## src/pll_synth_pkg.sv

```systemverilog
// Purpose: Shared constants, field layouts and carriers for the synthesizer
//          divider control block.
// Assumes: Serial words arrive most significant bit first, route bit last.
// Notes:   Every offset, serial field position, setting reset value and count lives here.
`default_nettype none
package pll_synth_pkg;
	// Counter and shift register widths
	localparam int REF_W = 14;
	localparam int MAIN_W = 11;
	localparam int SWAL_W = 7;
	localparam int SHIFT_W = 19;
	localparam int PRE_W = 8;
	// Serial word field positions, route bit is the last bit shifted in
	localparam int ROUTE_POS = 0;
	localparam int REF_LSB = 1;
	localparam int REF_MSB = 17;
	localparam int MAIN_LSB = 1;
	localparam int MAIN_MSB = 18;
	// Prescaler base moduli
	localparam logic [PRE_W-1:0] PRE_MOD_HI = 8'h40;
	localparam logic [PRE_W-1:0] PRE_MOD_LO = 8'h80;
	// Lock window: error limit in reference oscillator periods, regain count in comparisons
	localparam logic [3:0] LOCK_UPPER_OSC = 4'h8;
	localparam logic [1:0] LOCK_GOOD_CYC = 2'h3;
	// Dead-zone correction pulse, mclk cycles per polarity
	localparam logic [2:0] DZ_PULSE_CYC = 3'h2;
	// Restart limiting after power save
	localparam logic [2:0] WARM_COMPARES = 3'h4;
	localparam logic [3:0] WARM_LIMIT_CYC = 4'h4;
	// APB register byte offsets
	localparam logic [7:0] CTRL_OFS = 8'h00;
	localparam logic [7:0] STATUS_OFS = 8'h04;
	localparam logic [7:0] REF_OFS = 8'h08;
	localparam logic [7:0] MAIN_OFS = 8'h0c;
	// Reset values
	localparam logic CTRL_RST = 1'b0;
	localparam logic LOCK_RST = 1'b1;
	localparam logic [REF_W-1:0] REF_RATIO_RST = 14'h0005;
	localparam logic [MAIN_W-1:0] MAIN_CNT_RST = 11'h005;
	localparam logic [SWAL_W-1:0] SWAL_RST = 7'h00;

	typedef struct packed {
		logic monitor_select_bit;
		logic phase_polarity_bit;
		logic prescaler_select_bit;
		logic [REF_W-1:0] ref_ratio_bits;
	} ref_cfg_s;

	typedef struct packed {
		logic [MAIN_W-1:0] main_count_bits;
		logic [SWAL_W-1:0] swallow_count_bits;
	} main_cfg_s;

	localparam ref_cfg_s REF_CFG_RST = '{1'b0, 1'b1, 1'b1, REF_RATIO_RST};
	localparam main_cfg_s MAIN_CFG_RST = '{MAIN_CNT_RST, SWAL_RST};

	// Rising edge of a sampled level
	function automatic logic rise(input logic cur, input logic prev);
		return cur & ~prev;
	endfunction
endpackage
`default_nettype wire

```

## src/prog_counter.sv

```systemverilog
// Purpose: Reloading down counter giving one terminal pulse per ratio steps.
// Assumes: Reload value of at least one; new reloads apply at wrap.
// Notes:   Used for the reference and main programmable dividers.
`timescale 1ns/1ps
`default_nettype none
module prog_counter #(
	parameter int W = 14
) (
	input wire logic mclk,
	input wire logic reset_n,
	input wire logic ce,
	input wire logic restart,
	input wire logic step,
	input wire logic [W-1:0] reload,
	output logic terminal
);
	import pll_synth_pkg::*;
	logic [W-1:0] cnt_q;
	logic [W-1:0] cnt_d;

	// Wrap on the last step so the period is exactly the reload value
	assign terminal = step & ~restart & (cnt_q <= W'(1));
	assign cnt_d = restart ? reload : terminal ? reload :
		step ? cnt_q - W'(1) : cnt_q;

	// Count state
	always_ff @(posedge mclk) begin
		if (!reset_n)
			cnt_q <= W'(5);
		else if (ce)
			cnt_q <= cnt_d;
	end
endmodule // prog_counter
`default_nettype wire

```

## src/serial_word_loader.sv

```systemverilog
// Purpose: Three-wire serial shift register and the two setting latches.
// Assumes: Inputs are already synchronised to mclk and edge-detected.
// Notes:   Not gated by power save, so words load while asleep.
`timescale 1ns/1ps
`default_nettype none
module serial_word_loader (
	input wire logic mclk,
	input wire logic reset_n,
	input wire logic ce,
	input wire logic sdata,
	input wire logic sclk_rise,
	input wire logic le_rise,
	output pll_synth_pkg::ref_cfg_s ref_cfg,
	output pll_synth_pkg::main_cfg_s main_cfg
);
	import pll_synth_pkg::*;
	logic [SHIFT_W-1:0] shift_q;
	ref_cfg_s ref_q;
	main_cfg_s main_q;
	logic to_ref;
	logic to_main;

	// Latch routing by the last bit shifted in
	assign to_ref = le_rise & shift_q[ROUTE_POS];
	assign to_main = le_rise & ~shift_q[ROUTE_POS];
	assign ref_cfg = ref_q;
	assign main_cfg = main_q;

	always_ff @(posedge mclk) begin
		if (!reset_n)
			shift_q <= '0;
		else if (ce && sclk_rise)
			shift_q <= {shift_q[SHIFT_W-2:0], sdata};
	end

	// Route to reference or main latch
	always_ff @(posedge mclk) begin
		if (!reset_n) begin
			ref_q <= REF_CFG_RST;
			main_q <= MAIN_CFG_RST;
		end else if (ce) begin
			if (to_ref)
				ref_q <= ref_cfg_s'(shift_q[REF_MSB:REF_LSB]);
			if (to_main)
				main_q <= main_cfg_s'(shift_q[MAIN_MSB:MAIN_LSB]);
		end
	end
endmodule // serial_word_loader
`default_nettype wire

```

## src/pll_synth_divider_control.sv

```systemverilog
// Purpose: Digital core of a serially programmed PLL synthesizer: dividers,
//          phase detector, lock detect, power save and register view.
// Assumes: Pin inputs are slow against mclk (at least four mclk per edge).
// Notes:   Charge pump and feedback phase output use out plus active-low enable.
//
// Local design decisions: the placing of the registers and register access over APB.
`timescale 1ns/1ps
`default_nettype none
// Notes on behaviour
// - Reference divider ratio is a 14-bit binary value, 5 to 16383.
// - Main divider ratio is an 11-bit binary value, 5 to 2047.
// - Swallow count is 7-bit binary, zero swallows nothing.
// - Prescaler select high gives 64/65, low gives 128/129.
// - Monitor shows divided signal when select high, lock when low.
// - Polarity high: ref leading pumps high, lagging pumps low.
// - Polarity low swaps lead and lag cases; monitor shows feedback.
// - Power save input low stops the loop; high resumes it.
// - After power save, pump error pulses are clamped briefly.
// - Serial words load normally during power save.
// - Pump force input low puts the pump in high impedance.
// - Locked loop still gets short pump pulses to avoid a dead zone.
// - Lock drops at eight oscillator periods of error, returns after three.
// - Lock detect stays high during power save.
// - Serial data shift MSB first; load enable rise latches the word.
// - Route bit high loads reference latch, low the main latch.
// - Feedback ratio is prescaler times main count plus swallow count.
module pll_synth_divider_control (
	input wire logic mclk,
	input wire logic reset_n,
	input wire logic ce,
	input wire logic psel,
	input wire logic penable,
	input wire logic pwrite,
	input wire logic [7:0] paddr,
	input wire logic [31:0] pwdata,
	output logic [31:0] prdata,
	output logic pready,
	output logic pslverr,
	input wire logic ser_data,
	input wire logic ser_clk,
	input wire logic load_enable,
	input wire logic power_save_n,
	input wire logic pump_force_n,
	input wire logic ref_osc_input,
	input wire logic vco_fb_input,
	output logic pump_out,
	output logic pump_oe_n,
	output logic phase_ref_out,
	output logic phase_fb_out,
	output logic phase_fb_oe_n,
	output logic monitor_out,
	output logic lock_detect
);
	import pll_synth_pkg::*;

	logic [6:0] pin_raw;
	logic [6:0] sync1_q;
	logic [6:0] sync2_q;
	logic [6:0] sync3_q;
	logic sclk_rise, le_rise, osc_rise, vco_rise;
	logic ps_active, ps_release, force_ok;
	ref_cfg_s ref_cfg;
	main_cfg_s main_cfg;
	logic ref_pulse, fb_pulse, pre_term;
	logic [PRE_W-1:0] pre_cnt_q, pre_mod;
	logic [SWAL_W-1:0] swal_q;
	logic up_q, dn_q, both_set, err_one, coincident;
	logic [2:0] dz_q, warm_q;
	logic [3:0] err_len_q, osc_err_q;
	logic dz_up, dz_dn, clamp_ok, up_eff, dn_eff;
	logic fc, drive_hi, drive_lo, pump_en;
	logic big_hit, big_q, good_now;
	logic [1:0] good_q;
	logic lock_q, lock_d, mon_d;
	logic pump_out_q, pump_oe_n_q, phase_ref_q, phase_fb_oe_n_q, monitor_q;
	logic ctrl_pump_off_q;
	logic [31:0] prdata_q;
	logic apb_setup, apb_write, hit_ctrl, hit_status, hit_ref, hit_main;
	logic hit_any;
	logic [31:0] rd_mux;

	// Pin synchronisers; stage one feeds only stage two
	assign pin_raw = {vco_fb_input, ref_osc_input, pump_force_n,
		power_save_n, load_enable, ser_clk, ser_data};
	always_ff @(posedge mclk) begin
		if (!reset_n) begin
			sync1_q <= '0;
			sync2_q <= '0;
			sync3_q <= '0;
		end else if (ce) begin
			sync1_q <= pin_raw;
			sync2_q <= sync1_q;
			sync3_q <= sync2_q;
		end
	end

	// Edge and level decode of the synchronised pins
	assign sclk_rise = rise(sync2_q[1], sync3_q[1]);
	assign le_rise = rise(sync2_q[2], sync3_q[2]);
	assign ps_active = ~sync2_q[3];
	assign ps_release = rise(sync2_q[3], sync3_q[3]);
	assign force_ok = sync2_q[4];
	assign osc_rise = rise(sync2_q[5], sync3_q[5]);
	assign vco_rise = rise(sync2_q[6], sync3_q[6]);

	// Serial port keeps running in power save
	serial_word_loader u_loader (
		.mclk(mclk),
		.reset_n(reset_n),
		.ce(ce),
		.sdata(sync2_q[0]),
		.sclk_rise(sclk_rise),
		.le_rise(le_rise),
		.ref_cfg(ref_cfg),
		.main_cfg(main_cfg)
	);

	// Reference divider; held loaded in power save for aligned restart
	prog_counter #(.W(REF_W)) u_ref_div (
		.mclk(mclk),
		.reset_n(reset_n),
		.ce(ce),
		.restart(ps_active),
		.step(osc_rise),
		.reload(ref_cfg.ref_ratio_bits),
		.terminal(ref_pulse)
	);

	// Prescaler modulus, plus one while swallowing
	// Zero swallow count never adds the extra period
	assign pre_mod = (ref_cfg.prescaler_select_bit ? PRE_MOD_HI : PRE_MOD_LO)
		+ PRE_W'(swal_q != '0);
	assign pre_term = vco_rise & ~ps_active & (pre_cnt_q == pre_mod - PRE_W'(1));

	// Swallow then main count: total is M*N plus A
	always_ff @(posedge mclk) begin
		if (!reset_n) begin
			pre_cnt_q <= '0;
			swal_q <= SWAL_RST;
		end else if (ce) begin
			if (ps_active || fb_pulse)
				swal_q <= main_cfg.swallow_count_bits;
			else if (pre_term && swal_q != '0)
				swal_q <= swal_q - SWAL_W'(1);
			if (ps_active || pre_term)
				pre_cnt_q <= '0;
			else if (vco_rise)
				pre_cnt_q <= pre_cnt_q + PRE_W'(1);
		end
	end

	// Main counter steps once per prescaler period
	prog_counter #(.W(MAIN_W)) u_main_div (
		.mclk(mclk),
		.reset_n(reset_n),
		.ce(ce),
		.restart(ps_active),
		.step(pre_term),
		.reload(main_cfg.main_count_bits),
		.terminal(fb_pulse)
	);

	// Phase detector flags; a new edge wins over the clear
	assign both_set = up_q & dn_q;
	assign err_one = up_q ^ dn_q;
	assign coincident = ref_pulse & fb_pulse & ~up_q & ~dn_q;
	always_ff @(posedge mclk) begin
		if (!reset_n) begin
			up_q <= 1'b0;
			dn_q <= 1'b0;
		end else if (ce) begin
			up_q <= ~ps_active & ((up_q & ~both_set) | ref_pulse);
			dn_q <= ~ps_active & ((dn_q & ~both_set) | fb_pulse);
		end
	end

	// Balanced up/down pair when edges coincide, no dead zone
	assign dz_up = dz_q > DZ_PULSE_CYC;
	assign dz_dn = (dz_q != '0) & (dz_q <= DZ_PULSE_CYC);
	always_ff @(posedge mclk) begin
		if (!reset_n)
			dz_q <= '0;
		else if (ce)
			dz_q <= ps_active ? 3'h0 : coincident ? 3'(DZ_PULSE_CYC * 2) :
				(dz_q != '0) ? dz_q - 3'h1 : dz_q;
	end

	// After wake-up, error pulses clamped for a few comparisons
	always_ff @(posedge mclk) begin
		if (!reset_n) begin
			warm_q <= '0;
			err_len_q <= '0;
		end else if (ce) begin
			if (ps_release)
				warm_q <= WARM_COMPARES;
			else if (ref_pulse && warm_q != '0)
				warm_q <= warm_q - 3'h1;
			if (!err_one)
				err_len_q <= '0;
			else if (err_len_q != 4'hf)
				err_len_q <= err_len_q + 4'h1;
		end
	end
	assign clamp_ok = (warm_q == '0) | (err_len_q < WARM_LIMIT_CYC);
	assign up_eff = (up_q & ~dn_q & clamp_ok) | dz_up;
	assign dn_eff = (dn_q & ~up_q & clamp_ok) | dz_dn;

	// Polarity picks which error drives the pump high
	assign fc = ref_cfg.phase_polarity_bit;
	assign drive_hi = fc ? up_eff : dn_eff;
	assign drive_lo = fc ? dn_eff : up_eff;
	// Pump released in power save or when forced off
	assign pump_en = force_ok & ~ps_active & ~ctrl_pump_off_q;

	// Registered pin outputs
	always_ff @(posedge mclk) begin
		if (!reset_n) begin
			pump_out_q <= 1'b0;
			pump_oe_n_q <= 1'b1;
			phase_ref_q <= 1'b0;
			phase_fb_oe_n_q <= 1'b1;
			monitor_q <= 1'b0;
		end else if (ce) begin
			pump_out_q <= drive_hi;
			pump_oe_n_q <= ~(pump_en & (drive_hi | drive_lo));
			phase_ref_q <= drive_lo;
			phase_fb_oe_n_q <= ~drive_hi;
			monitor_q <= mon_d;
		end
	end

	// Error width in oscillator periods; eight drops lock
	assign big_hit = err_one & osc_rise & (osc_err_q == LOCK_UPPER_OSC - 4'h1);
	assign good_now = ~big_q & ~big_hit;
	always_ff @(posedge mclk) begin
		if (!reset_n) begin
			osc_err_q <= '0;
			big_q <= 1'b0;
			good_q <= '0;
		end else if (ce) begin
			if (!err_one)
				osc_err_q <= '0;
			else if (osc_rise && osc_err_q != 4'hf)
				osc_err_q <= osc_err_q + 4'h1;
			big_q <= big_hit | (big_q & ~ref_pulse);
			if (ps_active || (ref_pulse && !good_now))
				good_q <= '0;
			else if (ref_pulse && good_q != LOCK_GOOD_CYC)
				good_q <= good_q + 2'h1;
		end
	end

	// Lock forced high in power save
	// Three clean comparisons in a row bring lock back
	assign lock_d = ps_active ? 1'b1 : big_hit ? 1'b0 :
		(ref_pulse & good_now & (good_q == LOCK_GOOD_CYC - 2'h1)) ? 1'b1 :
		lock_q;
	always_ff @(posedge mclk) begin
		if (!reset_n)
			lock_q <= LOCK_RST;
		else if (ce)
			lock_q <= lock_d;
	end

	// Monitor: divided signal chosen by polarity, or lock
	assign mon_d = ref_cfg.monitor_select_bit ?
		(fc ? ref_pulse : fb_pulse) : lock_q;

	// APB decode; zero wait states, read data captured in setup
	assign apb_setup = psel & ~penable;
	assign apb_write = psel & penable & pwrite;
	assign hit_ctrl = paddr == CTRL_OFS;
	assign hit_status = paddr == STATUS_OFS;
	assign hit_ref = paddr == REF_OFS;
	assign hit_main = paddr == MAIN_OFS;
	assign hit_any = hit_ctrl | hit_status | hit_ref | hit_main;
	assign rd_mux = hit_ctrl ? {31'h0, ctrl_pump_off_q} :
		hit_status ? {29'h0, warm_q != '0, ps_active, lock_q} :
		hit_ref ? {15'h0, ref_cfg} :
		hit_main ? {14'h0, main_cfg} : 32'h0;
	always_ff @(posedge mclk) begin
		if (!reset_n) begin
			ctrl_pump_off_q <= CTRL_RST;
			prdata_q <= '0;
		end else if (ce) begin
			if (apb_write && hit_ctrl)
				ctrl_pump_off_q <= pwdata[0];
			if (apb_setup && !pwrite)
				prdata_q <= rd_mux;
		end
	end

	// Port drive
	assign pready = 1'b1;
	assign pslverr = psel & penable & ~hit_any;
	assign prdata = prdata_q;
	assign pump_out = pump_out_q;
	assign pump_oe_n = pump_oe_n_q;
	assign phase_ref_out = phase_ref_q;
	assign phase_fb_out = 1'b0;
	assign phase_fb_oe_n = phase_fb_oe_n_q;
	assign monitor_out = monitor_q;
	assign lock_detect = lock_q;
endmodule // pll_synth_divider_control
`default_nettype wire

```

## config.mk

```make
export PLATFORM = sky130hd
export DESIGN_NAME = pll_synth_divider_control
export DESIGN_NICKNAME = d
export VERILOG_FILES = /design/src/pll_synth_pkg.sv /design/src/prog_counter.sv /design/src/serial_word_loader.sv /design/src/pll_synth_divider_control.sv
export SDC_FILE = /design/constraint.sdc
export NUM_CORES = 1
export LEC_CHECK = 0
export BUFFER_PORTS_ARGS = -buffer_cell sky130_fd_sc_hd__buf_4
export CAP_MARGIN = 20
export CORE_ASPECT_RATIO = 1.2
export CORE_MARGIN = 3
export CORE_UTILIZATION = 40
export CTS_CLUSTER_SIZE = 30
export DETAILED_ROUTE_END_ITERATION = 8
export HOLD_SLACK_MARGIN = 0.15
export PLACE_DENSITY = 0.57
export SYNTH_ARGS = -nofsm -noshare
export SYNTH_HDL_FRONTEND = slang
export SYNTH_SLANG_ARGS = --single-unit
```

## constraint.sdc

```tcl
create_clock -name mclk -period 8.5 [get_ports mclk]
set_input_delay 0.425 -clock mclk [delete_from_list [all_inputs] [get_ports mclk]]
set_output_delay 0.425 -clock mclk [all_outputs]
set_load 0.01 [all_outputs]
```

==> flow_summary.json <==
{
  "synth_top_family_by_area": "simple AND/OR/NAND/NOR gates",
  "synth_xor_area_frac": 0.00695,
  "syn_inst": 943,
  "synth_area_leader_cell": "dfxtp_1",
  "dr.pass1.iters": 5,
  "yosysSeqAreaShare": 0.415,
  "yosys-top-cells-area": "dfxtp_1, nand2_1, a21oi_1",
  "hold_viol": 0,
  "yosysUniqueCellTypes": 67,
  "antenna_found_initial": 0,
  "numCtsBuffers": 17,
  "hpwlAfterDp_um": 13200,
  "path_class": "reg2reg",
  "fin_crit_sh": 0.418,
  "clockBufferDepth": 2,
  "drc_errors": 0,
  "relSlewSlack": 0.287,
  "cpPeakStageDelay_ns": 0.54,
  "hold_path.class": "in2reg",
  "avgSynthCellArea_um2": 8.02,
  "top_level_ports": 94,
  "synth_top_area_share": 0.415,
  "clkSinkCount": 157,
  "r2r_setup_slack_ns": 4.95,
  "cts_hold_buf": 0,
  "postSynth.asyncResetShare": 0,
  "start_util": 0.412,
  "grt_overflow_total": 0,
  "cts-resized-gates": 0,
  "area_growth_pct": 14.3,
  "viasPerCell": 5.39,
  "synth-compound-area-share": 0.192,
  "via_count": 6641,
  "seqPwrFrac": 0.458,
  "worstReg2RegEnd": "u_main_div.cnt_q[1]",
  "fin_hold_ws_ns": 0.239,
  "timing.fmax_mhz": 282,
  "r2r_cells": 11,
  "setup_viol": 0,
  "p_leak_uw": 0.00314,
  "die_w_um": 132,
  "drt.antenna.violating_nets": 0,
  "portBuffers": 46,
  "grt_max_degree": 95,
  "fp.dieH_um": 157,
  "track_usage": 0.193,
  "clk-insertion-delay-late_ns": 0.42,
  "drive_above_1_share": 0.114,
  "wl_per_cell_um": 16.0,
  "crit_path_start": "swal_q[0]",
  "nNetsFinal": 1038,
  "dieArea_um2": 20600,
  "endpoint": "u_main_div.cnt_q[1]",
  "ys_ff_latch": 157,
  "syn_area_um2": 7570,
  "cap_violations": 0,
  "r2r_start": "swal_q[0]",
  "path_cells": "inv_1, ha_1, or3b_4, or2_2, ha_1, xor2_1, nor4_2, o211ai_4, and2_1, o22ai_1, o22ai_1",
  "wl_um": 19800,
  "worstHoldPathCells": 3,
  "slowest_stage": "nor4_2",
  "slew_violations": 0,
  "status": "finished, final reports clean",
  "cts_root_buf": "clkbuf_16",
  "yosys_warnings": 0,
  "p_int_uw": 1270,
  "diodes": 0,
  "cts_tree": "yes",
  "start_kind": "flop",
  "p_sw_frac": 0.227,
  "synthAdderAreaFrac": 0.0298,
  "first_iter_violations": 499,
  "globalplace.congestion": 0.832,
  "clk_pin_slew_ns": 0.06,
  "synth_ff_type": "dfxtp_1",
  "cts_setup_buffers": 0,
  "powerDensity_nw_per_um2": 189,
  "core_area_um2": 18400,
  "clock_skew_ns": 0.00825,
  "setup-tns-final_ns": 0,
  "peakVddDrop_v": 0.000136,
  "p_comb_frac": 0.055,
  "yosys.area_share.simple": 0.249,
  "synth_edf_count": 0,
  "tightestPinTransition_ns": 1.07,
  "rsz0062_at_grt": "false",
  "power.switching_uw": 371,
  "cp_data_arrival_time_ns": 3.84,
  "cp_max_fo": 15,
  "grt_pass1_vias": 6104,
  "grt_pass1_wl_um": 32400,
  "required_ns": 8.79,
  "htree_levels": 4,
  "muxShareOfSynthArea": 0.0485,
  "end_kind": "flop",
  "fin_crit_ns": 3.55,
  "rows": 54,
  "pwr-share-clk": 0.487
}
## flip-flops by register name, summed over array words and instances, names as in the netlist, 2 cells and up
name               flops
osc_err_q              4
sync1_q                7
warm_q                 3
prdata                18
u_main_div.cnt_q      11
pre_cnt_q              8
sync2_q                7
u_loader.main_cfg     18
err_len_q              4
good_q                 2
u_loader.ref_cfg      17
u_loader.shift_q      19
sync3_q                5
u_ref_div.cnt_q       14
dz_q                   3
swal_q                 7
## critical path, delay by kind of cell (launching register included)
family                   cells  cell delay (ns)
AND/OR/NAND/NOR              4             1.75
AO/OA/AOI/OAI                3             0.60
adder cells (fa/ha/maj)      2             0.48
flip-flops                   1             0.32
XOR/XNOR                     1             0.16
buffers and inverters        1             0.10
## Yosys cell counts, drive strengths merged (9+ instances only)
master,count
inv,23
clkbuf,43
buf,24
nand2b,9
and2,18
a21oi,83
nand2,175
mux2i,31
a22oi,21
nor4,19
ha,18
nor2,72
o21ai,56
or3,14
o22ai,16
dfxtp,157
nor3,16
nand3,35
## power groups by stage
stage | logic, µW | registers [µW] | clock network [µW]
final | 89.9 | 749 | 797
after global routing | 100 | 750 | 845
after CTS | 90.3 | 749 | 817
after detailed placement | 90.0 | 766 | 0
after global placement | 89.8 | 766 | 0
after floorplan | 69.2 | 763 | 0
## routing by layer
metal	up-vias	global-route usage	routed length, µm	part of all wire
met4	0	0.0555	220	0.011
met5	-	0	0	0
met1	3135	0.255	9460	0.48
met3	16	0.0386	780	0.039
li1	3348	-	-	-
met2	142	0.323	9310	0.47
## metrics by stage
step,area (µm²),util,total power (µW),setup slack (ns),std cells
final,8650,0.471,1640,4.95,1232
after global routing,8650,0.471,1700,4.71,1232
after CTS,8650,0.471,1660,4.96,1232
after detailed placement,8030,0.437,856,4.97,1200
after global placement,8020,0.436,855,4.98,1199
after floorplan,7620,-,833,5.36,957
## area by class of cell
class	count	area [µm²]
Fill cell	1861	9730
Multi-Input combinational cell	709	4050
Sequential cell	157	3140
Clock buffer	23	488
Timing Repair Buffer	58	435
Tap cell	252	315
Clock inverter	9	133
Inverter	24	90.1
## cells in the final DEF, fill, tap and decap left out, types with 8 or more instances in the layout
cell and instances:
a21oi_1 81, a22oi_1 21, and2_1 18, buf_4 58
clkbuf_16 17, conb_1 16, dfxtp_1 157, ha_1 18
inv_1 22, mux2i_1 31, nand2_1 175, nand2b_1 9
nand3_1 35, nor2_1 72, nor2b_1 8, nor3_1 16
nor4_1 16, o21ai_0 52, o22ai_1 15, or3_1 14
or4_1 8
## worst min-delay path by stage
stage	from	end	slack, ns
2_1_floorplan	sync2_q[0]	u_loader.shift_q[0]	0.43
3_3_place_gp	u_loader.shift_q[18]	u_loader.main_cfg[17]	0.44
3_5_place_dp	u_loader.shift_q[18]	u_loader.main_cfg[17]	0.44
4_1_cts	pump_force_n	sync1_q[4]	0.22
5_1_grt	pwdata[0]	ctrl_pump_off_q	0.25
6_report	pump_force_n	sync1_q[4]	0.24
## kinds of logic after synthesis
kind of cell               Yosys count
adders and majority gates           18
buffers and inverters               91
muxes                               35
xor gates and xnor gates             6
DFF                                157
other                                2
AOI/OAI and AO/OA                  235
and+or+nand+nor                    399
(Power assumes the default switching activity.)
